[src/aotc_pkg.sv]
// Purpose: shared constants for the amplifier offset trim block
// Assumes: 32-bit Avalon-MM register bus, byte addresses
// Notes:   register offsets are word aligned
package aotc_pkg;
    // ------------------------------------------------------------
    // register map
    // ------------------------------------------------------------
    localparam logic [3:0] AOTC_NEG_TRIM_OFS  = 4'h0;
    localparam logic [3:0] AOTC_POS_TRIM_OFS  = 4'h4;
    localparam logic [3:0] AOTC_AMP_CTRL_OFS  = 4'h8;
    localparam logic [3:0] AOTC_CONV_CTRL_OFS = 4'hc;
    // ------------------------------------------------------------
    // field positions and reset values
    // ------------------------------------------------------------
    localparam int AOTC_REF_EN_BIT  = 7;
    localparam int AOTC_SIGN_BIT    = 6;
    localparam int AOTC_MAG_MSB     = 5;
    localparam int AOTC_CAL_CFG_BIT = 5;
    localparam int AOTC_BUSY_BIT    = 0;
    localparam int AOTC_GAIN_MSB    = 2;
    localparam logic [7:0] AOTC_TRIM_RST     = 8'h40;
    localparam logic [7:0] AOTC_AMP_CTRL_RST = 8'h00;
    // amp control: bit7 aux amp, bit6 temp sensor, bit5 cal cfg, bits4:3 reserved, 2:0 gain
    localparam logic [7:0] AOTC_AMP_CTRL_MASK = 8'he7;
    // ------------------------------------------------------------
    // timing
    // ------------------------------------------------------------
    localparam int AOTC_CLK_HZ        = 50000000;
    localparam int AOTC_CONV_TIME_NS  = 12000;
    localparam int AOTC_CONV_CYCLES   = (AOTC_CONV_TIME_NS * (AOTC_CLK_HZ / 1000000) + 999) / 1000;
endpackage

[src/aotc_top.sv]
// Purpose: amplifier offset trim registers, amp configuration and conversion busy control
// Assumes: Avalon-MM slave, one wait cycle per access, inputs synchronous to core_clk
// Notes:   the converter itself is outside; this block holds its busy flag
// Notes on behaviour
// - any reset loads both trims with 40h
// - negative reference enable selects reference, mutes mux
// - positive reference enable selects reference, mutes mux
// - bit 6 is trim sign
// - bits 5..0 are trim magnitude
// - calibration bit forces amp on, open loop
// - busy set starts conversion, completion clears
module aotc_top
    import aotc_pkg::*;
#(
    parameter int CONV_CYCLES = AOTC_CONV_CYCLES
) (
    input  wire logic        core_clk,
    input  wire logic        sys_rst,
    input  wire logic [3:0]  avs_address,
    input  wire logic        avs_read,
    input  wire logic        avs_write,
    input  wire logic [31:0] avs_writedata,
    input  wire logic [3:0]  avs_byteenable,
    output logic      [31:0] avs_readdata,
    output logic             avs_waitrequest,
    input  wire logic        conv_done,
    input  wire logic [9:0]  conv_result,
    output logic             neg_pair_reference,
    output logic             pos_pair_reference,
    output logic             mux_disable,
    output logic             amp_enable,
    output logic             amp_open_loop,
    output logic      [2:0]  amplification_factor_field,
    output logic      [6:0]  neg_correction_value,
    output logic      [6:0]  pos_correction_value,
    output logic             conv_start,
    output logic             conversion_busy_flag
);
    // ------------------------------------------------------------
    // bus handshake
    // ------------------------------------------------------------
    // one wait cycle per access keeps read data registered
    logic        ack_r;
    logic [31:0] rdata_r;
    logic        req;
    logic        take;
    assign req             = avs_read | avs_write;
    assign take            = req & ~ack_r;
    assign avs_waitrequest = req & ~ack_r;
    assign avs_readdata    = rdata_r;

    always_ff @(posedge core_clk or posedge sys_rst) begin
        if (sys_rst) begin
            ack_r <= 1'b0;
        end else begin
            ack_r <= take;
        end
    end

    // ------------------------------------------------------------
    // address decode
    // ------------------------------------------------------------
    logic wr_low;
    logic sel_neg;
    logic sel_pos;
    logic sel_amp;
    logic sel_conv;
    logic wr_neg;
    logic wr_pos;
    logic wr_amp;
    logic wr_conv;
    assign wr_low   = take & avs_write & avs_byteenable[0];
    assign sel_neg  = avs_address == AOTC_NEG_TRIM_OFS;
    assign sel_pos  = avs_address == AOTC_POS_TRIM_OFS;
    assign sel_amp  = avs_address == AOTC_AMP_CTRL_OFS;
    assign sel_conv = avs_address == AOTC_CONV_CTRL_OFS;
    assign wr_neg   = wr_low & sel_neg;
    assign wr_pos   = wr_low & sel_pos;
    assign wr_amp   = wr_low & sel_amp;
    assign wr_conv  = wr_low & sel_conv;

    // ------------------------------------------------------------
    // trim registers
    // ------------------------------------------------------------
    logic [7:0] neg_val;
    logic [7:0] pos_val;
    logic       neg_ref;
    logic       pos_ref;
    logic       neg_sign;
    logic       pos_sign;
    logic [5:0] neg_mag;
    logic [5:0] pos_mag;

    aotc_trim_reg u_neg (
        .core_clk   (core_clk),
        .sys_rst    (sys_rst),
        .wr_en      (wr_neg),
        .wr_data    (avs_writedata[7:0]),
        .value      (neg_val),
        .ref_enable (neg_ref),
        .sign_pos   (neg_sign),
        .magnitude  (neg_mag)
    );

    aotc_trim_reg u_pos (
        .core_clk   (core_clk),
        .sys_rst    (sys_rst),
        .wr_en      (wr_pos),
        .wr_data    (avs_writedata[7:0]),
        .value      (pos_val),
        .ref_enable (pos_ref),
        .sign_pos   (pos_sign),
        .magnitude  (pos_mag)
    );

    // ------------------------------------------------------------
    // amplifier control
    // ------------------------------------------------------------
    logic [7:0] amplifier_control_reg_r;
    always_ff @(posedge core_clk or posedge sys_rst) begin
        if (sys_rst) begin
            amplifier_control_reg_r <= AOTC_AMP_CTRL_RST;
        end else if (wr_amp) begin
            // reserved bits forced to zero
            amplifier_control_reg_r <= avs_writedata[7:0] & AOTC_AMP_CTRL_MASK;
        end
    end

    logic       cal_cfg;
    logic [2:0] gain_sel;
    assign cal_cfg  = amplifier_control_reg_r[AOTC_CAL_CFG_BIT];
    assign gain_sel = amplifier_control_reg_r[AOTC_GAIN_MSB:0];

    // ------------------------------------------------------------
    // analog control outputs, registered
    // ------------------------------------------------------------
    logic        neg_ref_r;
    logic        pos_ref_r;
    logic        mux_dis_r;
    logic        amp_en_r;
    logic        open_loop_r;
    logic [2:0]  gain_r;
    logic [6:0]  neg_corr_r;
    logic [6:0]  pos_corr_r;
    always_ff @(posedge core_clk or posedge sys_rst) begin
        if (sys_rst) begin
            neg_ref_r   <= 1'b0;
            pos_ref_r   <= 1'b0;
            mux_dis_r   <= 1'b0;
            amp_en_r    <= 1'b0;
            open_loop_r <= 1'b0;
            gain_r      <= 3'h0;
            neg_corr_r  <= AOTC_TRIM_RST[6:0];
            pos_corr_r  <= AOTC_TRIM_RST[6:0];
        end else begin
            neg_ref_r   <= neg_ref;
            pos_ref_r   <= pos_ref;
            mux_dis_r   <= neg_ref | pos_ref;
            amp_en_r    <= cal_cfg | (gain_sel != 3'h0);
            open_loop_r <= cal_cfg;
            gain_r      <= gain_sel;
            neg_corr_r  <= {neg_sign, neg_mag};
            pos_corr_r  <= {pos_sign, pos_mag};
        end
    end
    assign neg_pair_reference         = neg_ref_r;
    assign pos_pair_reference         = pos_ref_r;
    assign mux_disable                = mux_dis_r;
    assign amp_enable                 = amp_en_r;
    assign amp_open_loop              = open_loop_r;
    assign amplification_factor_field = gain_r;
    assign neg_correction_value       = neg_corr_r;
    assign pos_correction_value       = pos_corr_r;

    ref_mux_a: assert property (@(posedge core_clk) disable iff (sys_rst)
        neg_ref |=> mux_disable && neg_pair_reference)
        else $error("negative reference did not mute mux");
    pos_mux_a: assert property (@(posedge core_clk) disable iff (sys_rst)
        pos_ref |=> mux_disable && pos_pair_reference)
        else $error("positive reference did not mute mux");
    open_loop_a: assert property (@(posedge core_clk) disable iff (sys_rst)
        cal_cfg |=> amp_enable && amp_open_loop)
        else $error("calibration config did not force open loop");
    corr_track_a: assert property (@(posedge core_clk) disable iff (sys_rst)
        wr_neg |=> ##1 neg_correction_value == $past(avs_writedata[6:0], 2))
        else $error("negative correction not applied");

    // ------------------------------------------------------------
    // conversion busy control
    // ------------------------------------------------------------
    // the flag doubles as the converter run enable
    localparam int CW = $clog2(CONV_CYCLES + 1);
    logic          busy_r;
    logic [CW-1:0] conv_cnt_r;
    logic [9:0]    result_r;
    logic          start_r;
    logic          busy_set;
    logic          count_done;
    logic          finish;
    assign busy_set   = wr_conv & avs_writedata[AOTC_BUSY_BIT] & ~busy_r;
    assign count_done = busy_r & (conv_cnt_r == CW'(1));
    assign finish     = busy_r & (conv_done | count_done);

    always_ff @(posedge core_clk or posedge sys_rst) begin
        if (sys_rst) begin
            busy_r     <= 1'b0;
            conv_cnt_r <= '0;
            start_r    <= 1'b0;
            result_r   <= 10'h000;
        end else begin
            start_r <= busy_set;
            if (busy_set) begin
                busy_r     <= 1'b1;
                conv_cnt_r <= CW'(CONV_CYCLES);
            end else if (wr_conv & ~avs_writedata[AOTC_BUSY_BIT]) begin
                busy_r <= 1'b0;
            end else if (finish) begin
                busy_r <= 1'b0;
            end else if (busy_r) begin
                conv_cnt_r <= conv_cnt_r - CW'(1);
            end
            if (finish) begin
                result_r <= conv_result;
            end
        end
    end
    assign conv_start           = start_r;
    assign conversion_busy_flag = busy_r;

    busy_end_a: assert property (@(posedge core_clk) disable iff (sys_rst)
        (finish && !wr_conv) |=> !conversion_busy_flag)
        else $error("busy not cleared on completion");
    start_pulse_a: assert property (@(posedge core_clk) disable iff (sys_rst)
        busy_set |=> conv_start && conversion_busy_flag)
        else $error("conversion not started");

    // ------------------------------------------------------------
    // read mux
    // ------------------------------------------------------------
    logic [7:0] rd_byte;
    logic [7:0] conv_byte;
    logic [7:0] res_lo;
    assign conv_byte = {7'h00, busy_r};
    assign res_lo    = {result_r[1:0], 6'h00};
    assign rd_byte   = sel_neg  ? neg_val :
                       sel_pos  ? pos_val :
                       sel_amp  ? amplifier_control_reg_r :
                       sel_conv ? conv_byte : 8'h00;

    always_ff @(posedge core_clk or posedge sys_rst) begin
        if (sys_rst) begin
            rdata_r <= 32'h0000_0000;
        end else if (take & avs_read) begin
            rdata_r <= sel_conv ? {8'h00, result_r[9:2], res_lo, conv_byte} : {24'h00_0000, rd_byte};
        end
    end

    bus_answer_a: assert property (@(posedge core_clk) disable iff (sys_rst)
        (req && avs_waitrequest) |=> !avs_waitrequest)
        else $error("bus answer took more than one wait cycle");
endmodule

[src/aotc_trim_reg.sv]
// Purpose: one offset trim register with decoded analog controls
// Assumes: write strobe is a one-cycle pulse
// Notes:   contents change only by write or reset
module aotc_trim_reg
    import aotc_pkg::*;
(
    input  wire logic       core_clk,
    input  wire logic       sys_rst,
    input  wire logic       wr_en,
    input  wire logic [7:0] wr_data,
    output logic      [7:0] value,
    output logic            ref_enable,
    output logic            sign_pos,
    output logic      [5:0] magnitude
);
    logic [7:0] trim_r;

    always_ff @(posedge core_clk or posedge sys_rst) begin
        if (sys_rst) begin
            trim_r <= AOTC_TRIM_RST;
        end else if (wr_en) begin
            trim_r <= wr_data;
        end
    end

    assign value      = trim_r;
    assign ref_enable = trim_r[AOTC_REF_EN_BIT];
    assign sign_pos   = trim_r[AOTC_SIGN_BIT];
    assign magnitude  = trim_r[AOTC_MAG_MSB:0];

    hold_value_a: assert property (@(posedge core_clk) disable iff (sys_rst)
        !$past(wr_en) |-> trim_r == $past(trim_r))
        else $error("trim register changed without a write");
    write_load_a: assert property (@(posedge core_clk) disable iff (sys_rst)
        wr_en |=> trim_r == $past(wr_data))
        else $error("trim register missed a write");
endmodule

[config.mk]
export PLATFORM = sky130hd
export DESIGN_NAME = aotc_top
export DESIGN_NICKNAME = d
export VERILOG_FILES = /design/src/aotc_pkg.sv /design/src/aotc_top.sv /design/src/aotc_trim_reg.sv
export SDC_FILE = /design/constraint.sdc
export NUM_CORES = 1
export LEC_CHECK = 0
export BUFFER_PORTS_ARGS = -buffer_cell sky130_fd_sc_hd__buf_2
export CAP_MARGIN = 15
export CORE_MARGIN = 3
export CORE_UTILIZATION = 50
export CTS_CLUSTER_SIZE = 20
export DETAILED_ROUTE_END_ITERATION = 16
export PLACE_DENSITY = 0.86
export SYNTH_ARGS = -nofsm -noshare
export SYNTH_HDL_FRONTEND = slang
export SYNTH_SLANG_ARGS = --single-unit
[constraint.sdc]
create_clock -name core_clk -period 5.4 [get_ports core_clk]
set_input_delay 1.08 -clock core_clk [delete_from_list [all_inputs] [get_ports core_clk]]
set_output_delay 1.08 -clock core_clk [all_outputs]
set_load 0.1 [all_outputs]
==> results.md <==
Clocking:
- The insertion delay of the later-clocked pin in the worst-skew pair is roughly 350 ps.
- The number of clock buffers added by TritonCTS is 9.
- CTS built an H-tree with a depth of 3.
- The clock slew seen by the registers of the worst setup and hold paths is around 90 ps.
- The number of buffers inserted to repair setup after CTS is 0.
- TritonCTS built the clock tree.
- The number of buffers added to fix hold violations after cts is 0.
- The root buffer cell is sky130_fd_sc_hd__clkbuf_8.
- The longest clock path from root to sink contains 2 buffers.
- The count of cells resized by post-cts repair is 0.
- The clock drives 85 sinks.

Drt:
- The final layout contains routed wiring with a total length of roughly 6.7 mm.
- The detail route stage leaves a number of antenna-violating nets equal to 0.
- The first routing iteration left 123 violations.
- Detailed routing inserted a total of 2342 vias.
- After detailed routing, the number of vias per cell comes to 5.14.
- For this run, design rule violations remaining after detail routing come to 0.
- The first detailed-routing pass ran for 4 iterations.
- In the final routed layout, each cell accounts on average for between 10 and 15 um.

Synthesis:
- The cell type with the largest total area after synthesis is sky130_fd_sc_hd__dfrtp_1.
- The cell area that synthesis handed to floorplanning was 3490 um2.
- After technology mapping, the gate count stands at around 290.
- For this run, asynchronously set or reset flops after synthesis account for 100%.
- After synthesis, the cell types taking the most area are sky130_fd_sc_hd__dfrtp_1, sky130_fd_sc_hd__mux2_2, sky130_fd_sc_hd__nand2_1.
- A synthesized cell averages 12.2 um2.
- The portion of synthesized cell area occupied by the leading cell type is 58.1%.
- After synthesis, flip-flops and latches occupy just over 60% of the total area.
- For this run, the leading register cell type out of synthesis is sky130_fd_sc_hd__dfrtp_1.
- Counting flops with a built-in enable in the synthesized netlist gives 0.
- In this run, synthesis produced a sequential element count of 85.
- The distinct cell type count after synthesis is 44.
- The Yosys warning count is 0.

Cells and area:
- The core utilization of the finished layout is slightly above 60%.
- The net count of the finished layout is roughly 420.
- The total area of multi-input combinational cells is 1210 um2.
- The footprint of the flip-flops and latches is roughly 2100 um2.
- Cells with a size suffix above 1 make up a little over a third of the layout.
- For this run, the number of standard cells in the final layout without fillers is 456.
- The number of inserted filler cells in the final layout is about 540.
- The area added between synthesis and finish is 15.8%.
- The diode insertion count for antenna repair is 0.

Worst setup path:
- The depth of the worst register-to-register path is 7.
- Walking the worst path, the cells encountered are buf_2, nor2_1, nor2_1, buf_2.
- The maximum fanout count along the critical path is 3.
- The endpoint identified for the worst register-to-register timing path is conv_cnt_r[6].
- The startpoint kind of the worst setup timing path is an input pin.
- The required time of the worst setup path is 4320 ps.
- The start-to-end type of the worst setup path is input pin to output pin.
- The worst stage delay on the critical path is 450 ps.
- The library cell contributing the largest single delay on the critical path is sky130_fd_sc_hd__buf_2.
- The startpoint identified for the worst register-to-register timing path is conv_cnt_r[1].
- The setup check on the worst reg-to-reg path leaves a slack of approximately 3000 ps.
- The data arrival time of the critical path is 1780 ps.
- Broken down by cell family, the worst path's largest delay share belongs to buffers and inverters.
- The number of buffers and inverters on the critical path is 2.
- The sort of element at the end of the critical path is an output pin.

Min path:
- The worst hold path terminates at pos_correction_value[6].
- In this run the most critical hold path is launched from u_pos.value[6].
- In this run the worst hold path is classified as register to register.
- The instance count along the most critical hold path is 0.

Timing:
- The number of endpoints with negative hold slack in the final report is 0.
- Across the routed clock network, the largest skew measured is between 9 and 10 ps.
- Setup repair after global routing left no endpoint under its margin.
- Summed over all failing endpoints, the final setup total negative slack is 0 ps.
- The final period demand of the worst path is 2860 ps.
- The maximum frequency from static timing analysis is about 350 MHz.
- The headroom to the max-slew limit is 32.7%.
- Setup violations remaining at the end of the flow were counted as 0.
- The worst path meets setup with roughly 2500 ps of slack.
- At the pin with the least slew margin, the transition time is 1010 ps.
- The final cycle utilization of the critical path is 53.0%.
- The max-slew violation total from the final report is 0.

Die:
- The area inside the core boundary is 6570 um2.
- The starting density of the core is 53.1%.
- The die is 89.5 um tall.
- The site row count is 29.
- The horizontal die dimension is between 80 and 90 um.
- The area of the die is 8020 um2.
- The number of primary I/O pins is 112.

Power:
- The analysis attributes to cell leakage a power of 2.02 nW.
- The total power divided by cell area is 486 nW/um2.
- The worst ir drop on vdd is 0.000272 V.

Placement:
- The placement-stage worst setup slack is between 2000 and 3000 ps.
- The total half-perimeter wirelength after legalization and detailed placement is 4.68 mm.
- The cell count after placement is 440.
- The weighted congestion at the end of routability-driven global placement is ~0.84.
- Buffers placed on the I/O ports in this run total 70.

Global routing:
- The combined global-route utilization of all metal layers is 17.7%.
- The total overflow left after global routing is 0.
- Entering global routing, the biggest net connects 86 pins.
- The initial antenna violation count is 0.
- The via count of the first global-routing pass is 2287.
- The first global-routing pass estimated around 11 mm of wire.

Run status:
- The flow ran to the end, and the final reports show no timing, DRC or antenna violations.

Run:
- The reported max-cap violation count is 0.
## worst reg2reg max path: cells and delay by family, from the launching register on
family / cells / cell delay, ps
adders and majority gates: 1 / 150
AOI/OAI and AO/OA: 2 / 900
buffers and inverters: 1 / 100
DFF: 1 / 400
and+or+nand+nor: 3 / 690
## metrics by stage
stage | hold WS [ps] | cell area [um2] | power [mW]
3_3_place_gp | 365 | 3860 | 1.54
5_1_grt | 386 | 4040 | 2.06
3_5_place_dp | 369 | 3860 | 1.57
6_report | 381 | 4040 | 1.96
4_1_cts | 382 | 4040 | 1.98
2_1_floorplan | 359 | 3540 | 1.45
## Yosys cell counts, types with 3 or more instances
master	instances
sky130_fd_sc_hd__a21oi_1	6
sky130_fd_sc_hd__clkbuf_1	5
sky130_fd_sc_hd__nor2b_1	6
sky130_fd_sc_hd__nand2b_1	3
sky130_fd_sc_hd__dfrtp_1	81
sky130_fd_sc_hd__nand2_1	40
sky130_fd_sc_hd__o21ai_0	11
sky130_fd_sc_hd__dfstp_2	4
sky130_fd_sc_hd__nor2_1	14
sky130_fd_sc_hd__mux2_2	32
sky130_fd_sc_hd__buf_4	18
sky130_fd_sc_hd__inv_1	11
sky130_fd_sc_hd__o221ai_1	5
sky130_fd_sc_hd__nor4_1	6
sky130_fd_sc_hd__xnor2_1	6
sky130_fd_sc_hd__nand3_1	3
## cell usage in the layout, fill, tap and decap left out, types with 4 or more instances in the layout
master	n
sky130_fd_sc_hd__a21oi_1	6
sky130_fd_sc_hd__buf_2	70
sky130_fd_sc_hd__clkbuf_8	9
sky130_fd_sc_hd__conb_1	14
sky130_fd_sc_hd__dfrtp_1	81
sky130_fd_sc_hd__dfstp_2	4
sky130_fd_sc_hd__inv_1	10
sky130_fd_sc_hd__mux2_2	32
sky130_fd_sc_hd__nand2_1	40
sky130_fd_sc_hd__nor2_1	14
sky130_fd_sc_hd__nor2b_1	6
sky130_fd_sc_hd__nor4_1	6
sky130_fd_sc_hd__o21ai_0	11
sky130_fd_sc_hd__o221ai_1	5
sky130_fd_sc_hd__xnor2_1	6
## registers in the layout, summed over array words and instances, names as in the netlist, 3 cells and up
register / flops
amplification_factor_field: 3
u_neg.value: 8
pos_correction_value: 7
amplifier_control_reg_r: 6
conv_cnt_r: 10
avs_readdata: 18
u_pos.value: 8
result_r: 10
neg_correction_value: 7
## worst max-delay path by stage
stage,from,end,depth (start not counted)
2_1_floorplan,avs_write,avs_waitrequest,2
3_3_place_gp,avs_write,avs_waitrequest,4
3_5_place_dp,avs_write,avs_waitrequest,4
4_1_cts,avs_write,avs_waitrequest,4
5_1_grt,avs_write,avs_waitrequest,4
6_report,avs_write,avs_waitrequest,4
## power breakdown
| part | internal (mW) | switching (mW) |
|---|---|---|
| combinational | 0.170 | 0.507 |
| clock | 0.172 | 0.235 |
| sequential | 0.780 | 0.0972 |
## cell families (layout without fill, tap and decap cells)
group	after synthesis	in the layout	synth area share [%]
simple gates	90	90	13.7
compound gates	33	33	6.24
xor+xnor	6	6	1.51
mux	34	34	10.9
flops	85	85	61.1
buf+inv	35	99	5.74
fa+ha+maj	2	2	0.717
other cells	1	14	0.107
## area by class of cell
cell class,instances,area share (%)
tap,93,2.88
inverter,11,1.05
sequential,85,52.8
multi-input combinational,179,29.8
clock inverter,7,1.36
clock buffer,9,3.07
timing repair buffer,72,9.04
## layer usage
| metal | part of all wire, % | track usage (%) |
|---|---|---|
| met3 | 8.7 | 8.57 |
| met5 | 0 | 0 |
| met2 | 47 | 28.1 |
| met1 | 44 | 22.0 |
| met4 | 0.96 | 4.33 |
(Power assumes the default switching activity.)
